`src/logic/i2c_trig_pkg.sv`:
```
// Purpose: shared constants for the start/stop trigger block
// Assumes: classic wishbone slave, 32-bit data, byte addresses
// Notes:   register offsets and bit positions
package i2c_trig_pkg;
  localparam logic [7:0] ctl_offset   = 8'h00;
  localparam logic [7:0] flag_offset  = 8'h04;
  localparam logic [7:0] rate_offset  = 8'h08;
  localparam logic [7:0] stat_offset  = 8'h0c;
  localparam int stop_bit     = 0;
  localparam int start_bit    = 1;
  localparam int exit_bit     = 6;
  localparam int enable_bit   = 7;
  localparam int rsv_bit      = 0;
  localparam int fail_bit     = 7;
  localparam logic [15:0] rate_reset = 16'h01f4;
  localparam int sync_stages  = 2;
  localparam int stat_busy_bit  = 3;
  localparam int stat_start_bit = 4;
  localparam int stat_stop_bit  = 5;
endpackage

```
`src/logic/line_sync.sv`:
```
// Purpose: two-stage synchroniser for one pin
// Assumes: async input
// Notes:   first stage read only by second
`timescale 1ns/1ps
`default_nettype none
module line_sync (
  input  wire logic clk_i,
  input  wire logic rst_i,
  input  wire logic d_i,
  output logic      q_o
);
  logic meta;
  always_ff @(posedge clk_i) begin
    if (rst_i) begin
      meta <= 1'b1;
      q_o  <= 1'b1;
    end else begin
      meta <= d_i;
      q_o  <= meta;
    end
  end
endmodule
`default_nettype wire

```
`src/logic/interval_timer.sv`:
```
// Purpose: loadable down counter for rated intervals
// Assumes: load has priority over counting
// Notes:   done is high while count is zero
`timescale 1ns/1ps
`default_nettype none
module interval_timer #(
  parameter int width = 16
) (
  input  wire logic             clk_i,
  input  wire logic             rst_i,
  input  wire logic             load_i,
  input  wire logic [width-1:0] value_i,
  output logic                  done_o
);
  logic [width-1:0] count;
  always_ff @(posedge clk_i) begin
    if (rst_i) begin
      count <= '0;
    end else if (load_i) begin
      count <= value_i;
    end else if (count != '0) begin
      count <= count - width'(1);
    end
  end
  assign done_o = (count == '0);
endmodule
`default_nettype wire

```
`src/logic/i2c_start_stop_trigger.sv`:
```
// Purpose: start and stop condition generation for an i2c master
// Assumes: wishbone classic slave; open-drain lines, oe high pulls low
// Notes:
// Function
// - start on free bus: data low with clock high, then clock low
// - bus busy, reservation allowed: hold start, issue once bus frees
// - bus busy, reservation disabled: set failure flag, clear start
// - start trigger clears itself after start generated
// - start cleared by arbitration loss, exit, enable low, reset
// - start trigger ignored while operation enable is zero
// - start trigger at control bit 1 reads back zero
// - stop: data low, clock high or wait, interval, data high
// - no stop condition while stop trigger is zero
// - stop cleared by arbitration loss, stop seen, exit, enable, reset
// - stop trigger at control bit 0 reads back zero
//
// Register access over Wishbone and the register offsets are this design's own decisions.
`timescale 1ns/1ps
`default_nettype none
module i2c_start_stop_trigger #(
  parameter int rate_width = 16
) (
  input  wire logic        clk_i,
  input  wire logic        rst_i,
  input  wire logic        cyc_i,
  input  wire logic        stb_i,
  input  wire logic        we_i,
  input  wire logic [7:0]  adr_i,
  input  wire logic [3:0]  sel_i,
  input  wire logic [31:0] dat_i,
  output logic [31:0]      dat_o,
  output logic             ack_o,
  input  wire logic        arb_lost_i,
  input  wire logic        scl_i,
  output logic             scl_o,
  output logic             scl_oe_o,
  input  wire logic        sda_i,
  output logic             sda_o,
  output logic             sda_oe_o,
  output logic             wait_state_o
);
  typedef enum logic [2:0] {
    st_idle      = 3'b000,
    st_start     = 3'b001,
    st_wait      = 3'b010,
    st_stop_low  = 3'b011,
    st_stop_rise = 3'b100,
    st_stop_set  = 3'b101
  } state_type;

  state_type state;
  state_type next_state;
  logic      scl_s;
  logic      sda_s;
  logic      scl_d;
  logic      sda_d;
  logic      bus_busy;
  logic      start_trigger;
  logic      stop_trigger;
  logic      operation_enable;
  logic      reservation_disable;
  logic      start_failure_flag;
  logic [rate_width-1:0] rate;
  logic      timer_load;
  logic      timer_done;
  logic      wr;
  logic      ctl_wr;
  logic      flag_wr;
  logic      rate_wr;
  logic      exit_req;
  logic      start_req;
  logic      stop_req;
  logic      start_seen;
  logic      stop_seen;

  line_sync u_scl (
    .clk_i (clk_i),
    .rst_i (rst_i),
    .d_i   (scl_i),
    .q_o   (scl_s)
  );

  line_sync u_sda (
    .clk_i (clk_i),
    .rst_i (rst_i),
    .d_i   (sda_i),
    .q_o   (sda_s)
  );

  interval_timer #(.width(rate_width)) u_timer (
    .clk_i   (clk_i),
    .rst_i   (rst_i),
    .load_i  (timer_load),
    .value_i (rate),
    .done_o  (timer_done)
  );

  // bus edge detection on synchronised lines
  always_ff @(posedge clk_i) begin
    if (rst_i) begin
      scl_d <= 1'b1;
      sda_d <= 1'b1;
    end else begin
      scl_d <= scl_s;
      sda_d <= sda_s;
    end
  end
  assign start_seen = scl_s && sda_d && !sda_s;
  assign stop_seen  = scl_s && !sda_d && sda_s;

  // bus busy between another party's start and stop
  always_ff @(posedge clk_i) begin
    if (rst_i || !operation_enable) begin
      bus_busy <= 1'b0;
    end else if (stop_seen) begin
      bus_busy <= 1'b0;
    end else if (start_seen && state == st_idle) begin
      bus_busy <= 1'b1;
    end
  end

  // wishbone decode, one-cycle ack
  assign wr      = cyc_i && stb_i && we_i && !ack_o;
  assign ctl_wr  = wr && adr_i == i2c_trig_pkg::ctl_offset && sel_i[0];
  assign flag_wr = wr && adr_i == i2c_trig_pkg::flag_offset && sel_i[0];
  assign rate_wr = wr && adr_i == i2c_trig_pkg::rate_offset
                   && sel_i[1:0] == 2'b11;
  assign exit_req  = ctl_wr && dat_i[i2c_trig_pkg::exit_bit];
  assign start_req = ctl_wr && dat_i[i2c_trig_pkg::start_bit]
                     && dat_i[i2c_trig_pkg::enable_bit]
                     && operation_enable;
  assign stop_req  = ctl_wr && dat_i[i2c_trig_pkg::stop_bit]
                     && dat_i[i2c_trig_pkg::enable_bit]
                     && operation_enable;

  always_ff @(posedge clk_i) begin
    if (rst_i) begin
      ack_o <= 1'b0;
    end else begin
      ack_o <= cyc_i && stb_i && !ack_o;
    end
  end

  always_ff @(posedge clk_i) begin
    if (rst_i) begin
      dat_o <= 32'h0000_0000;
    end else if (cyc_i && stb_i && !we_i && !ack_o) begin
      dat_o <= 32'h0000_0000;
      case (adr_i)
        i2c_trig_pkg::ctl_offset: begin
          // trigger bits always read zero
          dat_o[i2c_trig_pkg::enable_bit] <= operation_enable;
        end
        i2c_trig_pkg::flag_offset: begin
          dat_o[i2c_trig_pkg::rsv_bit]  <= reservation_disable;
          dat_o[i2c_trig_pkg::fail_bit] <= start_failure_flag;
        end
        i2c_trig_pkg::rate_offset: begin
          dat_o[rate_width-1:0] <= rate;
        end
        i2c_trig_pkg::stat_offset: begin
          dat_o[$bits(state_type)-1:0]         <= state;
          dat_o[i2c_trig_pkg::stat_busy_bit]  <= bus_busy;
          dat_o[i2c_trig_pkg::stat_start_bit] <= start_trigger;
          dat_o[i2c_trig_pkg::stat_stop_bit]  <= stop_trigger;
        end
        default: begin
          dat_o <= 32'h0000_0000;
        end
      endcase
    end
  end

  // control and configuration registers
  always_ff @(posedge clk_i) begin
    if (rst_i) begin
      operation_enable    <= 1'b0;
      reservation_disable <= 1'b0;
      rate                <= rate_width'(i2c_trig_pkg::rate_reset);
    end else begin
      if (ctl_wr) begin
        operation_enable <= dat_i[i2c_trig_pkg::enable_bit];
      end
      if (flag_wr) begin
        reservation_disable <= dat_i[i2c_trig_pkg::rsv_bit];
      end
      if (rate_wr) begin
        rate <= dat_i[rate_width-1:0];
      end
    end
  end

  // start trigger and failure flag
  always_ff @(posedge clk_i) begin
    if (rst_i || !operation_enable || exit_req || arb_lost_i) begin
      start_trigger <= 1'b0;
    end else if (start_req && bus_busy && reservation_disable) begin
      start_trigger <= 1'b0;
    end else if (start_req) begin
      start_trigger <= 1'b1;
    end else if (state == st_start && timer_done) begin
      start_trigger <= 1'b0;
    end
  end

  always_ff @(posedge clk_i) begin
    if (rst_i) begin
      start_failure_flag <= 1'b0;
    end else if (start_req && bus_busy && reservation_disable) begin
      start_failure_flag <= 1'b1;
    end else if (flag_wr && !dat_i[i2c_trig_pkg::fail_bit]) begin
      start_failure_flag <= 1'b0;
    end
  end

  // stop trigger
  always_ff @(posedge clk_i) begin
    if (rst_i || !operation_enable || exit_req || arb_lost_i) begin
      stop_trigger <= 1'b0;
    end else if (stop_req) begin
      stop_trigger <= 1'b1;
    end else if (stop_seen) begin
      stop_trigger <= 1'b0;
    end
  end

  // sequencer
  always_comb begin
    next_state = state;
    timer_load = 1'b0;
    case (state)
      st_idle: begin
        if (start_trigger && !bus_busy && scl_s && sda_s) begin
          next_state = st_start;
          timer_load = 1'b1;
        end
      end
      st_start: begin
        if (timer_done) begin
          next_state = st_wait;
        end
      end
      st_wait: begin
        if (stop_trigger) begin
          next_state = st_stop_low;
          timer_load = 1'b1;
        end else if (start_trigger) begin
          next_state = st_idle;
        end
      end
      st_stop_low: begin
        if (timer_done) begin
          next_state = st_stop_rise;
        end
      end
      st_stop_rise: begin
        if (scl_s) begin
          next_state = st_stop_set;
          timer_load = 1'b1;
        end
      end
      st_stop_set: begin
        if (timer_done) begin
          next_state = st_idle;
        end
      end
      default: begin
        next_state = st_idle;
      end
    endcase
  end

  always_ff @(posedge clk_i) begin
    if (rst_i || !operation_enable || exit_req || arb_lost_i) begin
      state <= st_idle;
    end else begin
      state <= next_state;
    end
  end

  // line drivers, oe high pulls the line low
  always_ff @(posedge clk_i) begin
    if (rst_i) begin
      sda_oe_o <= 1'b0;
      scl_oe_o <= 1'b0;
    end else if (!operation_enable || exit_req || arb_lost_i) begin
      sda_oe_o <= 1'b0;
      scl_oe_o <= 1'b0;
    end else begin
      sda_oe_o <= next_state == st_start || next_state == st_wait
                  || next_state == st_stop_low
                  || next_state == st_stop_rise
                  || next_state == st_stop_set;
      scl_oe_o <= next_state == st_wait || next_state == st_stop_low;
    end
  end
  assign sda_o = 1'b0;
  assign scl_o = 1'b0;
  assign wait_state_o = (state == st_wait);
endmodule
`default_nettype wire

```
`config.mk`:
```
export PLATFORM = sky130hd
export DESIGN_NAME = i2c_start_stop_trigger
export DESIGN_NICKNAME = d
export VERILOG_FILES = /design/src/logic/i2c_trig_pkg.sv /design/src/logic/line_sync.sv /design/src/logic/interval_timer.sv /design/src/logic/i2c_start_stop_trigger.sv
export SDC_FILE = /design/constraint.sdc
export NUM_CORES = 1
export LEC_CHECK = 0
export ABC_AREA = 1
export BUFFER_PORTS_ARGS = -buffer_cell sky130_fd_sc_hd__buf_2
export CORE_AREA = 5 5 97 99
export DETAILED_ROUTE_END_ITERATION = 8
export DIE_AREA = 0 0 102 104
export GPL_ROUTABILITY_DRIVEN = 0
export PLACE_DENSITY = 0.63
export SYNTH_ARGS = -nofsm -noshare
export SYNTH_HDL_FRONTEND = slang
export SYNTH_SLANG_ARGS = --single-unit
```
`constraint.sdc`:
```
create_clock -name clk_i -period 1.7 [get_ports clk_i]
set_input_delay 0.17 -clock clk_i [delete_from_list [all_inputs] [get_ports clk_i]]
set_output_delay 0.17 -clock clk_i [all_outputs]
set_load 0.02 [all_outputs]
```
* After elaboration in Yosys (flattened, before gate mapping) *
Cells that the tools add are included.

storage, ports and cells
  flip-flop bits (word level) = 65
  input port bits = 52
  output and inout port bits = 38
  logic and storage cells = 117

cells by class
  add/sub/neg operators = 1
  eq/ne operators = 14
  muxes and demuxes = 25
  reduce and logical (&&, ||, !) cells = 59

operators by type and width
  cell                                                 number
  2-to-1 mux 16 bit                                    2
  logical AND 1 bit                                    31
  2-to-1 mux 3 bit                                     7
  one-hot mux 3 bit (6 select lines)                   1
  == test 8 x 4 -> 1 bit (second input constant)       2
  zero test 16 bit                                     1
  nonzero test 16 bit                                  1
  subtractor 16 x 1 -> 16 bit (second input constant)  1
  == test 3 x 2 -> 1 bit (second input constant)       4
  == test 3 bit (second input constant)                4
  logical OR 1 bit                                     10
  2-to-1 mux 1 bit                                     10
  one-hot mux 5 bit (2 select lines)                   1
  one-hot mux 1 bit (3 select lines)                   3
  == test 8 x 3 -> 1 bit (second input constant)       1
  zero test 8 bit                                      1
  2-to-1 mux 8 bit                                     1
  nonzero test 2 bit                                   4
  zero test 1 bit                                      7
  == test 3 x 1 -> 1 bit (second input constant)       2
  OR reduction 2 bit                                   3
  zero test 3 bit                                      1
  == test 2 bit (second input constant)                1

* Logic depth before layout (Yosys ltp) *
Gate-level depths: netlist of the first run.

  word-level depth = 11
  gate-level depth with buffers = 13

* Hierarchy *
A second synthesis of the first run with hierarchy kept.

unflattened totals
  cells, all modules = 482
  area total of the unflattened synthesis = 3325.7 um^2

by module, submodules not included
  module                  times used  cells an instance  area an instance (um^2)  seq. area each (um^2)
  i2c_start_stop_trigger  1           290                2079.5                   900.9
  interval_timer          1           178                1128.6                   320.3
  line_sync               2           7                  58.8                     40.0

* Worst setup path before layout of the first run *
No wires, ideal clock.

  kind = register to register
  start point = register u_timer.count[0]
  end point = register u_timer.count[11]
  setup time = 0.138 ns
  data arrival time = 1.397 ns
  data required time = 1.562 ns
  setup slack = 0.166 ns
  stages on the path, launching flop included = 12
  path buffers = 1
  cell sequence = dfxtp_1 > inv_1 > ha_1 > inv_1 > nor2_1 > nand2_1 > nor2_1 > nand2_2 > and2_4 > buf_8 > nand2_2 > a21oi_2

between the ends
  cells in the longest elaborated chain, start to end = 3
  elaborated cells on any way between the ends = 5
  those cells by class = 1 x add/sub; 2 x mux; 2 x reduce/logical

RTL lines
  item                         RTL line              source
  from (decl)                  interval_timer.sv:15  logic [width-1:0] count;
  from (signal assigned)       interval_timer.sv:20  count <= value_i;
  from (signal assigned)       interval_timer.sv:22  count <= count - width'(1);
  subtractor 16 x 1 -> 16 bit  interval_timer.sv:22
  2-to-1 mux 16 bit            interval_timer.sv:21  end else if (count != '0) begin
  2-to-1 mux 16 bit            interval_timer.sv:19  end else if (load_i) begin

Parallel ways exist; a longest one is shown, timed or not. The select of a mux whose other input is x is not followed.
A chain may end at the register's enable or synchronous reset.

* Final worst setup path of the first run *
  start point = register state[0]
  end point = register u_timer.count[2]

between the ends
  cells in the longest elaborated chain, start to end = 3
  elaborated cells on any way between the ends = 6
  those cells by class = 2 x eq/ne; 2 x mux; 2 x reduce/logical

RTL lines
  item                                                     RTL line                       source
  from (decl)                                              i2c_start_stop_trigger.sv:51   state_type state;
  from (signal assigned)                                   i2c_start_stop_trigger.sv:275  state <= st_idle;
  from (signal assigned)                                   i2c_start_stop_trigger.sv:277  state <= next_state;
  == test 3 bit, or another cell as far along              i2c_start_stop_trigger.sv:231  case (state)
  one-hot mux 1 bit (3 select lines) *                     i2c_start_stop_trigger.sv:231
  2-to-1 mux 16 bit or nonzero test 2 bit (tied branches)  -

Mark *: on every way between the ends. The rest lies on a longest branch, timed or not.

==> impl_metrics.yaml, run 1 <==
clocking:
  cts_tree: "done"
  htreeDepth: 3
  clock-sinks: 65
  clkSlewWorstSetupHoldPaths_ns: 0.08
  clk_latency_ns: 0.35
  cts_root_buf: "clkbuf_8"
  clock_path_buffers: 2
  numCtsBuffers: 9
critical_path:
  cp_slowest_cell: "dfxtp_1"
  cp.arrival_ns: 1.83
  crit_path_start_kind: "flop"
  critPathMaxStageDelay_ns: 0.38
  worstPathRequired_ns: 1.97
  worstSetupPathType: "reg -> reg"
  critical_path.top_delay_family: "simple AND/OR/NAND/NOR gates"
  crit_chain: "nor2_2 > nand2_1 > nor2_2 > nor2_8 > inv_2 > nand2_1 > a21oi_1"
  crit_path_max_fanout: 16
  worst-path-buf-inv: 1
  worstSetupEndpointType: "flop"
synth:
  async_flop_share_pct: 0
  synthDistinctLibCells: 35
  yosys_register_bits: 65
  netlist_area_um2: 3310
  synthTopCellsByCount: "113 x nand2_1, 65 x dfxtp_1, 60 x nor2_1"
  synth.largest_area_cell: "dfxtp_1"
  synthTopCellsByArea: "dfxtp_1 39%, nand2_1 13%, nand3_1 6.8%, nor2_1 6.8%, inv_1 4.9%"
  ys_warn_count: 0
  ys_seq_area_share_pct: 39.3
  synth-edff-count: 0
  synthCells: 469
  synth_top_area_share_pct: 39.3
  syn_avg_cell_area_um2: 7.06
  synthFlopType: "dfxtp_1"
  yosysMostFrequentCell: "nand2_1"
route:
  num_vias: 3077
  finalWirelength_mm: 8.26
  drt_iter0_markers: 203
  drt_pass1_iterations: 4
  post_drt_wl_per_cell_um: 12.8
  avgViaCountPerCell: 4.75
  postRouteAntennaNets: 0
  drc: 0
sta:
  fmax_mhz: 643
  final.period_utilization_pct: 91.5
  drv_slew: 0
  period_needed_ns: 1.55
  fin_setup_tns_ns: 0
  final_hold_viol_count: 0
  whs_ns: 0.0315
  setup_slack_ns: 0.145
  setup-violations-final: 0
  finClkSkew_ns: 0.00557
  grt_setup_unrepaired: "no"
placement:
  dpl.hpwl_mm: 6.19
  placed_cells: 630
  place_area_um2: 3670
  preCtsSetupSlack_ns: 0.132
  numPortBuffers: 53
final_layout:
  final_nets: 589
  drive_gt1_share_pct: 23.0
  stdcell_count: 648
  fin_area_um2: 3920
  final_util_pct: 46.3
  antenna-diode-count: 0
  area_growth_pct: 18.3
global_route:
  grt_pass1_vias: 2951
  grt_pass1_wl_mm: 13.6
  antenna_found_initial: 0
  grtUsageTotal_pct: 15.9
  overflow: 0
  grt_start_max_net_pins: 31
power_and_ir_drop:
  vdd_ir_drop_max_v: 0.000743
  p_per_area_nw_per_um2: 1410
  p_leak_nw: 1.86
  switching_power_mw: 2.12
  total_power_mw: 5.51
  p_comb_share_pct: 39.5
  pwr-share-seq_pct: 33.2
  power.internal_mw: 3.39
  pwr-share-clk_pct: 27.3
  sw_frac_of_total_pct: 38.5
floorplan:
  die_x_um: 102
  ios: 90
  die_area_um2: 10600
  rows: 34
  start_util_pct: 39.1
  fp.dieH_um: 104
  coreArea_um2: 8470
worst_hold_path:
  hp-class: "in -> reg"
status:
  status: "completed"
flow_run:
  drv_cap: 0
-- power groups by stage --
stage	Sequential [mW]	Combinational, mW	Clock [mW]
after global placement	1.86	2.10	0
after detailed placement	1.86	2.14	0
after floorplan	1.83	1.69	0
final	1.83	2.18	1.50
after global routing	1.85	2.46	1.60
after CTS	1.83	2.17	1.53
-- per-layer routing --
layer / part of all wire (%) / GRT usage [%] / wire length [um]
met1: 45 / 20.4 / 3750
met4: 1.2 / 3.94 / 99
met5: 0 / 0 / 0
met3: 6.1 / 4.09 / 505
met2: 47 / 26.3 / 3910
-- flip-flops by register name, indices dropped and copies added (netlist names), 3 cells and up --
signal	cells
dat_o	16
state	3
u_timer.count	16
rate	16
-- final cells by class --
class                   instances  area, um2
clock buffers                   9        124
repair buffers                 68        383
well taps                     108        135
clock inverters                 7        103
fillers                       855       4550
flip-flops and latches         65       1300
multi-input cells             345       1700
inverters                      46        173
-- cell families after synthesis --
logic type / count (synthesis) / synth area share, %
DFF: 65 / 39.3
and+or+nand+nor: 262 / 36.5
adders and majority gates: 2 / 0.756
other: 1 / 0.113
xor gates and xnor gates: 6 / 1.59
AOI/OAI and AO/OA: 57 / 10.3
buffers and inverters: 76 / 11.4
-- layout by cell type, fill, tap and decap left out --
cell type and count:
nand2_1 113, dfxtp_1 64, nor2_1 59, buf_2 53, nand3_1 45, inv_1 43, o21ai_0 21, a21oi_1 18
conb_1 18, buf_4 13, nand2_2 12, a21oi_2 10, clkbuf_8 9, nand4_1 7, nor2_2 6, o211ai_1 6
nor2_4 5, xor2_1 5, or2_2 4, nand3b_1 4, clkinv_1 2, nor3_1 2, ha_1 2, inv_6 2
clkinv_4 2, bufinv_16 2, dlygate4sd3_1 2, nand3b_4 1, a41oi_1 1, nor4_1 1, and3_1 1, nor2_8 1
and2_4 1, inv_2 1, o21ai_1 1, xnor2_1 1, clkinvlp_4 1, dfxtp_2 1
-- tightest hold or removal path: stages --
cell and delay, ns:
buf_2 0.07, nand2_1 0.04, nand3_1 0.06
-- repair_timing --
| action | 4_1_cts | 5_1_grt |
|---|---|---|
| buffers inserted | 0 | 0 |
| hold buffers | 2 | 0 |
| endpoints found under the hold margin | 2 | 0 |
| gates resized for setup | 0 | 2 |
| endpoints found under the setup margin | 0 | 2 |
-- worst paths after layout --
path	from	to	slack [ns]	cells past startpoint
max	state[0]	u_timer.count[2]	0.15	7
min	dat_i[8]	rate[8]	0.03	3
max reg2reg	state[0]	u_timer.count[2]	0.15	7
min reg2reg	u_sda.meta	u_sda.q_o	0.42	1
No activity file was read; power rests on OpenSTA's default activity.
==> run 2: changes to the inputs <==
--- a/config.mk
+++ b/config.mk
@@ -7,11 +7,12 @@
 export LEC_CHECK = 0
 export ABC_AREA = 1
 export BUFFER_PORTS_ARGS = -buffer_cell sky130_fd_sc_hd__buf_2
-export CORE_AREA = 5 5 97 99
+export CORE_AREA = 5 5 98 100
 export DETAILED_ROUTE_END_ITERATION = 8
-export DIE_AREA = 0 0 102 104
+export DIE_AREA = 0 0 103 105
 export GPL_ROUTABILITY_DRIVEN = 0
-export PLACE_DENSITY = 0.63
+export PLACE_DENSITY = 0.68
 export SYNTH_ARGS = -nofsm -noshare
 export SYNTH_HDL_FRONTEND = slang
+export SYNTH_HIERARCHICAL = 1
 export SYNTH_SLANG_ARGS = --single-unit
==> run 2 against run 1 <==
Compared with the run above:
- hold slack got worse by 0.015 ns
- clock power is 17% lower
- synthesized area increased by 0.49%
- power fell by 14%
- first-iteration DRC count shrank 3.9%
- largest cell class unchanged
- largest power group is now registers
==> impl_metrics.yaml, run 2 <==
synth:
  synthFlopType: "dfxtp_1"
  ys_seq_area_share_pct: 39.1
  netlist_area_um2: 3330
  async_flop_share_pct: 0
  synthDistinctLibCells: 36
  synthCells: 482
  synthSimpleGateAreaFrac_pct: 40.4
  synth_top_area_share_pct: 39.1
  syn_avg_cell_area_um2: 6.90
  synthXorXnorAreaFrac_pct: 1.58
  synth-edff-count: 0
  synth_mux_area_share_pct: 0
  synth_fa_ha_area_share_pct: 0.376
  yosysMostFrequentCell: "nand2_1"
  yosys_register_bits: 65
  synth.largest_area_cell: "dfxtp_1"
  synth_top_family_by_area: "simple AND/OR/NAND/NOR gates"
  synthTopCellsByArea: "dfxtp_1 39%, nand2_1 13%, nor2_1 8.9%, nand3_1 8.3%, inv_1 4.5%"
  synthTopCellsByCount: "119 x nand2_1, 79 x nor2_1, 65 x dfxtp_1"
  synth_compound_area_share_pct: 6.92
  ys_warn_count: 6
sta:
  fin_setup_tns_ns: 0
  final.period_utilization_pct: 92.3
  setup-violations-final: 0
  drv_slew: 0
  finClkSkew_ns: 0.00816
  final_hold_viol_count: 0
  worst_pin_slew_ns: 0.505
  fmax_mhz: 637
  period_needed_ns: 1.57
  slew_headroom_pct: 66.3
global_route:
  grt_pass1_vias: 3078
  grt-busiest-layer: "met2"
  grt_use_met1_pct: 19.3
  grt_start_max_net_pins: 28
  antenna_found_initial: 0
  overflow: 0
  grtUsageTotal_pct: 15.7
  use_met3_pct: 4.00
  grt_pass1_wl_mm: 13.9
  globalRouteMet2Util_pct: 26.6
power_and_ir_drop:
  vdd_ir_drop_max_v: 0.000436
  p_per_area_nw_per_um2: 1210
  pwr-share-seq_pct: 36.8
  p_comb_share_pct: 36.8
  switching_power_mw: 1.73
  power.internal_mw: 3.01
  pwr-share-clk_pct: 26.4
  p_leak_nw: 1.93
  sw_frac_of_total_pct: 36.5
floorplan:
  ios: 90
  die_x_um: 103
  start_util_pct: 38.7
  coreArea_um2: 8590
  rows: 34
  die_area_um2: 10800
  fp.dieH_um: 105
flow_run:
  drv_cap: 0
critical_path:
  worstPathRequired_ns: 1.92
  critPathMaxStageDelay_ns: 0.31
  crit_chain: "inv_1 > ha_2 > nand2_4 > nor2_8 > nand4_4 > inv_2 > nand4_1 > nand2_1 > nand2_1 > nand2_1 > nor2_1"
  critical_path.top_delay_family: "simple AND/OR/NAND/NOR gates"
  worstSetupPathType: "reg -> reg"
  crit_path_start_kind: "flop"
  crit_path_max_fanout: 4
  worstSetupEndpointType: "flop"
  worst-path-buf-inv: 2
  cp.arrival_ns: 1.79
  cp_slowest_cell: "dfxtp_1"
  crit_top_cell: "nand2_1"
clocking:
  clk_latency_ns: 0.33
  postCtsSetupRepairBufs: 0
  htreeDepth: 3
  numCtsBuffers: 9
  cts_tree: "done"
  cts_hold_buf: 0
  ctsResizeCount: 1
  cts_root_buf: "clkbuf_8"
  clock-sinks: 65
  clkSlewWorstSetupHoldPaths_ns: 0.07
  clock_path_buffers: 2
final_layout:
  stdcell_count: 656
  mostFrequentLayoutCells: "119 x nand2_1, 78 x nor2_1, 63 x dfxtp_1, 53 x nand3_1, 53 x buf_2"
  multi_input_area_um2: 1730
  antenna-diode-count: 0
  regArea_um2: 1300
  area_growth_pct: 17.3
  final_util_pct: 45.4
  fin_area_um2: 3900
  layout_commonest_cell: "nand2_1"
  top_regs: "dat_o (16), rate (16), u_timer/count (16)"
  fillCellCount: 896
  final_nets: 598
  drive_gt1_share_pct: 22.4
route:
  drt_pass1_iterations: 5
  avgViaCountPerCell: 4.73
  postRouteAntennaNets: 0
  drt_iter0_markers: 195
  post_drt_wl_per_cell_um: 12.2
  num_vias: 3106
  drc: 0
  finalWirelength_mm: 8.00
placement:
  place_area_um2: 3690
  numPortBuffers: 53
  placed_cells: 642
  dpl.hpwl_mm: 6.16
status:
  status: "completed"
worst_hold_path:
  hp-class: "in -> reg"
-- run 2: layout make-up --
cell class                 instances  share of cell area, %
clock buffer                      10                   3.53
clock inverter                     4                   1.15
multi-input combinational        355                   44.4
inverter                          49                   4.84
tap                              108                   3.46
sequential                        65                   33.4
timing repair buffer              65                   9.20
-- run 2: cells by family after synthesis --
family          Yosys count
simple gates            286
other cells               1
xor+xnor                  6
flops                    65
compound gates           44
buf+inv                  79
fa+ha+maj                 1
-- run 2: final timing paths --
path / slack [ns] / startpoint / cells past startpoint / end
worst max-delay path: 0.13 / u_timer/count[0] / 11 / start_trigger
worst min-delay path: 0.02 / sda_i / 3 / u_sda/meta
worst min register to register: 0.41 / u_sda/meta / 2 / u_sda/q_o
worst max register to register: 0.13 / u_timer/count[0] / 11 / start_trigger
-- run 2: metrics by stage --
step	power [mW]	hold WS [ns]	setup WS [ns]
floorplan	3.13	0.239	0.0219
global placement	3.46	0.349	0.0396
detailed placement	3.50	0.355	0.0414
CTS	4.75	0.00386	0.0217
global route	5.11	0.0132	-0.00581
finish	4.74	0.0167	0.131
-- run 2: tightest hold or removal path: stages --
cell	delay (ns)
buf_2	0.07
inv_1	0.03
nand2_1	0.05
-- run 2: routing by layer --
layer  vias to the layer above  part of all wire (%)
met1                      1408                    44
met3                         9                   5.4
met4                         0                  0.98
met2                        83                    50
met5                         -                     0
li1                       1606                     -
-- run 2: power by group through the flow --
stage	Sequential, mW	Combinational [mW]	Clock [mW]
floorplan	1.77	1.36	0
global placement	1.78	1.68	0
detailed placement	1.78	1.72	0
CTS	1.75	1.73	1.28
global route	1.76	2.00	1.35
finish	1.75	1.74	1.25
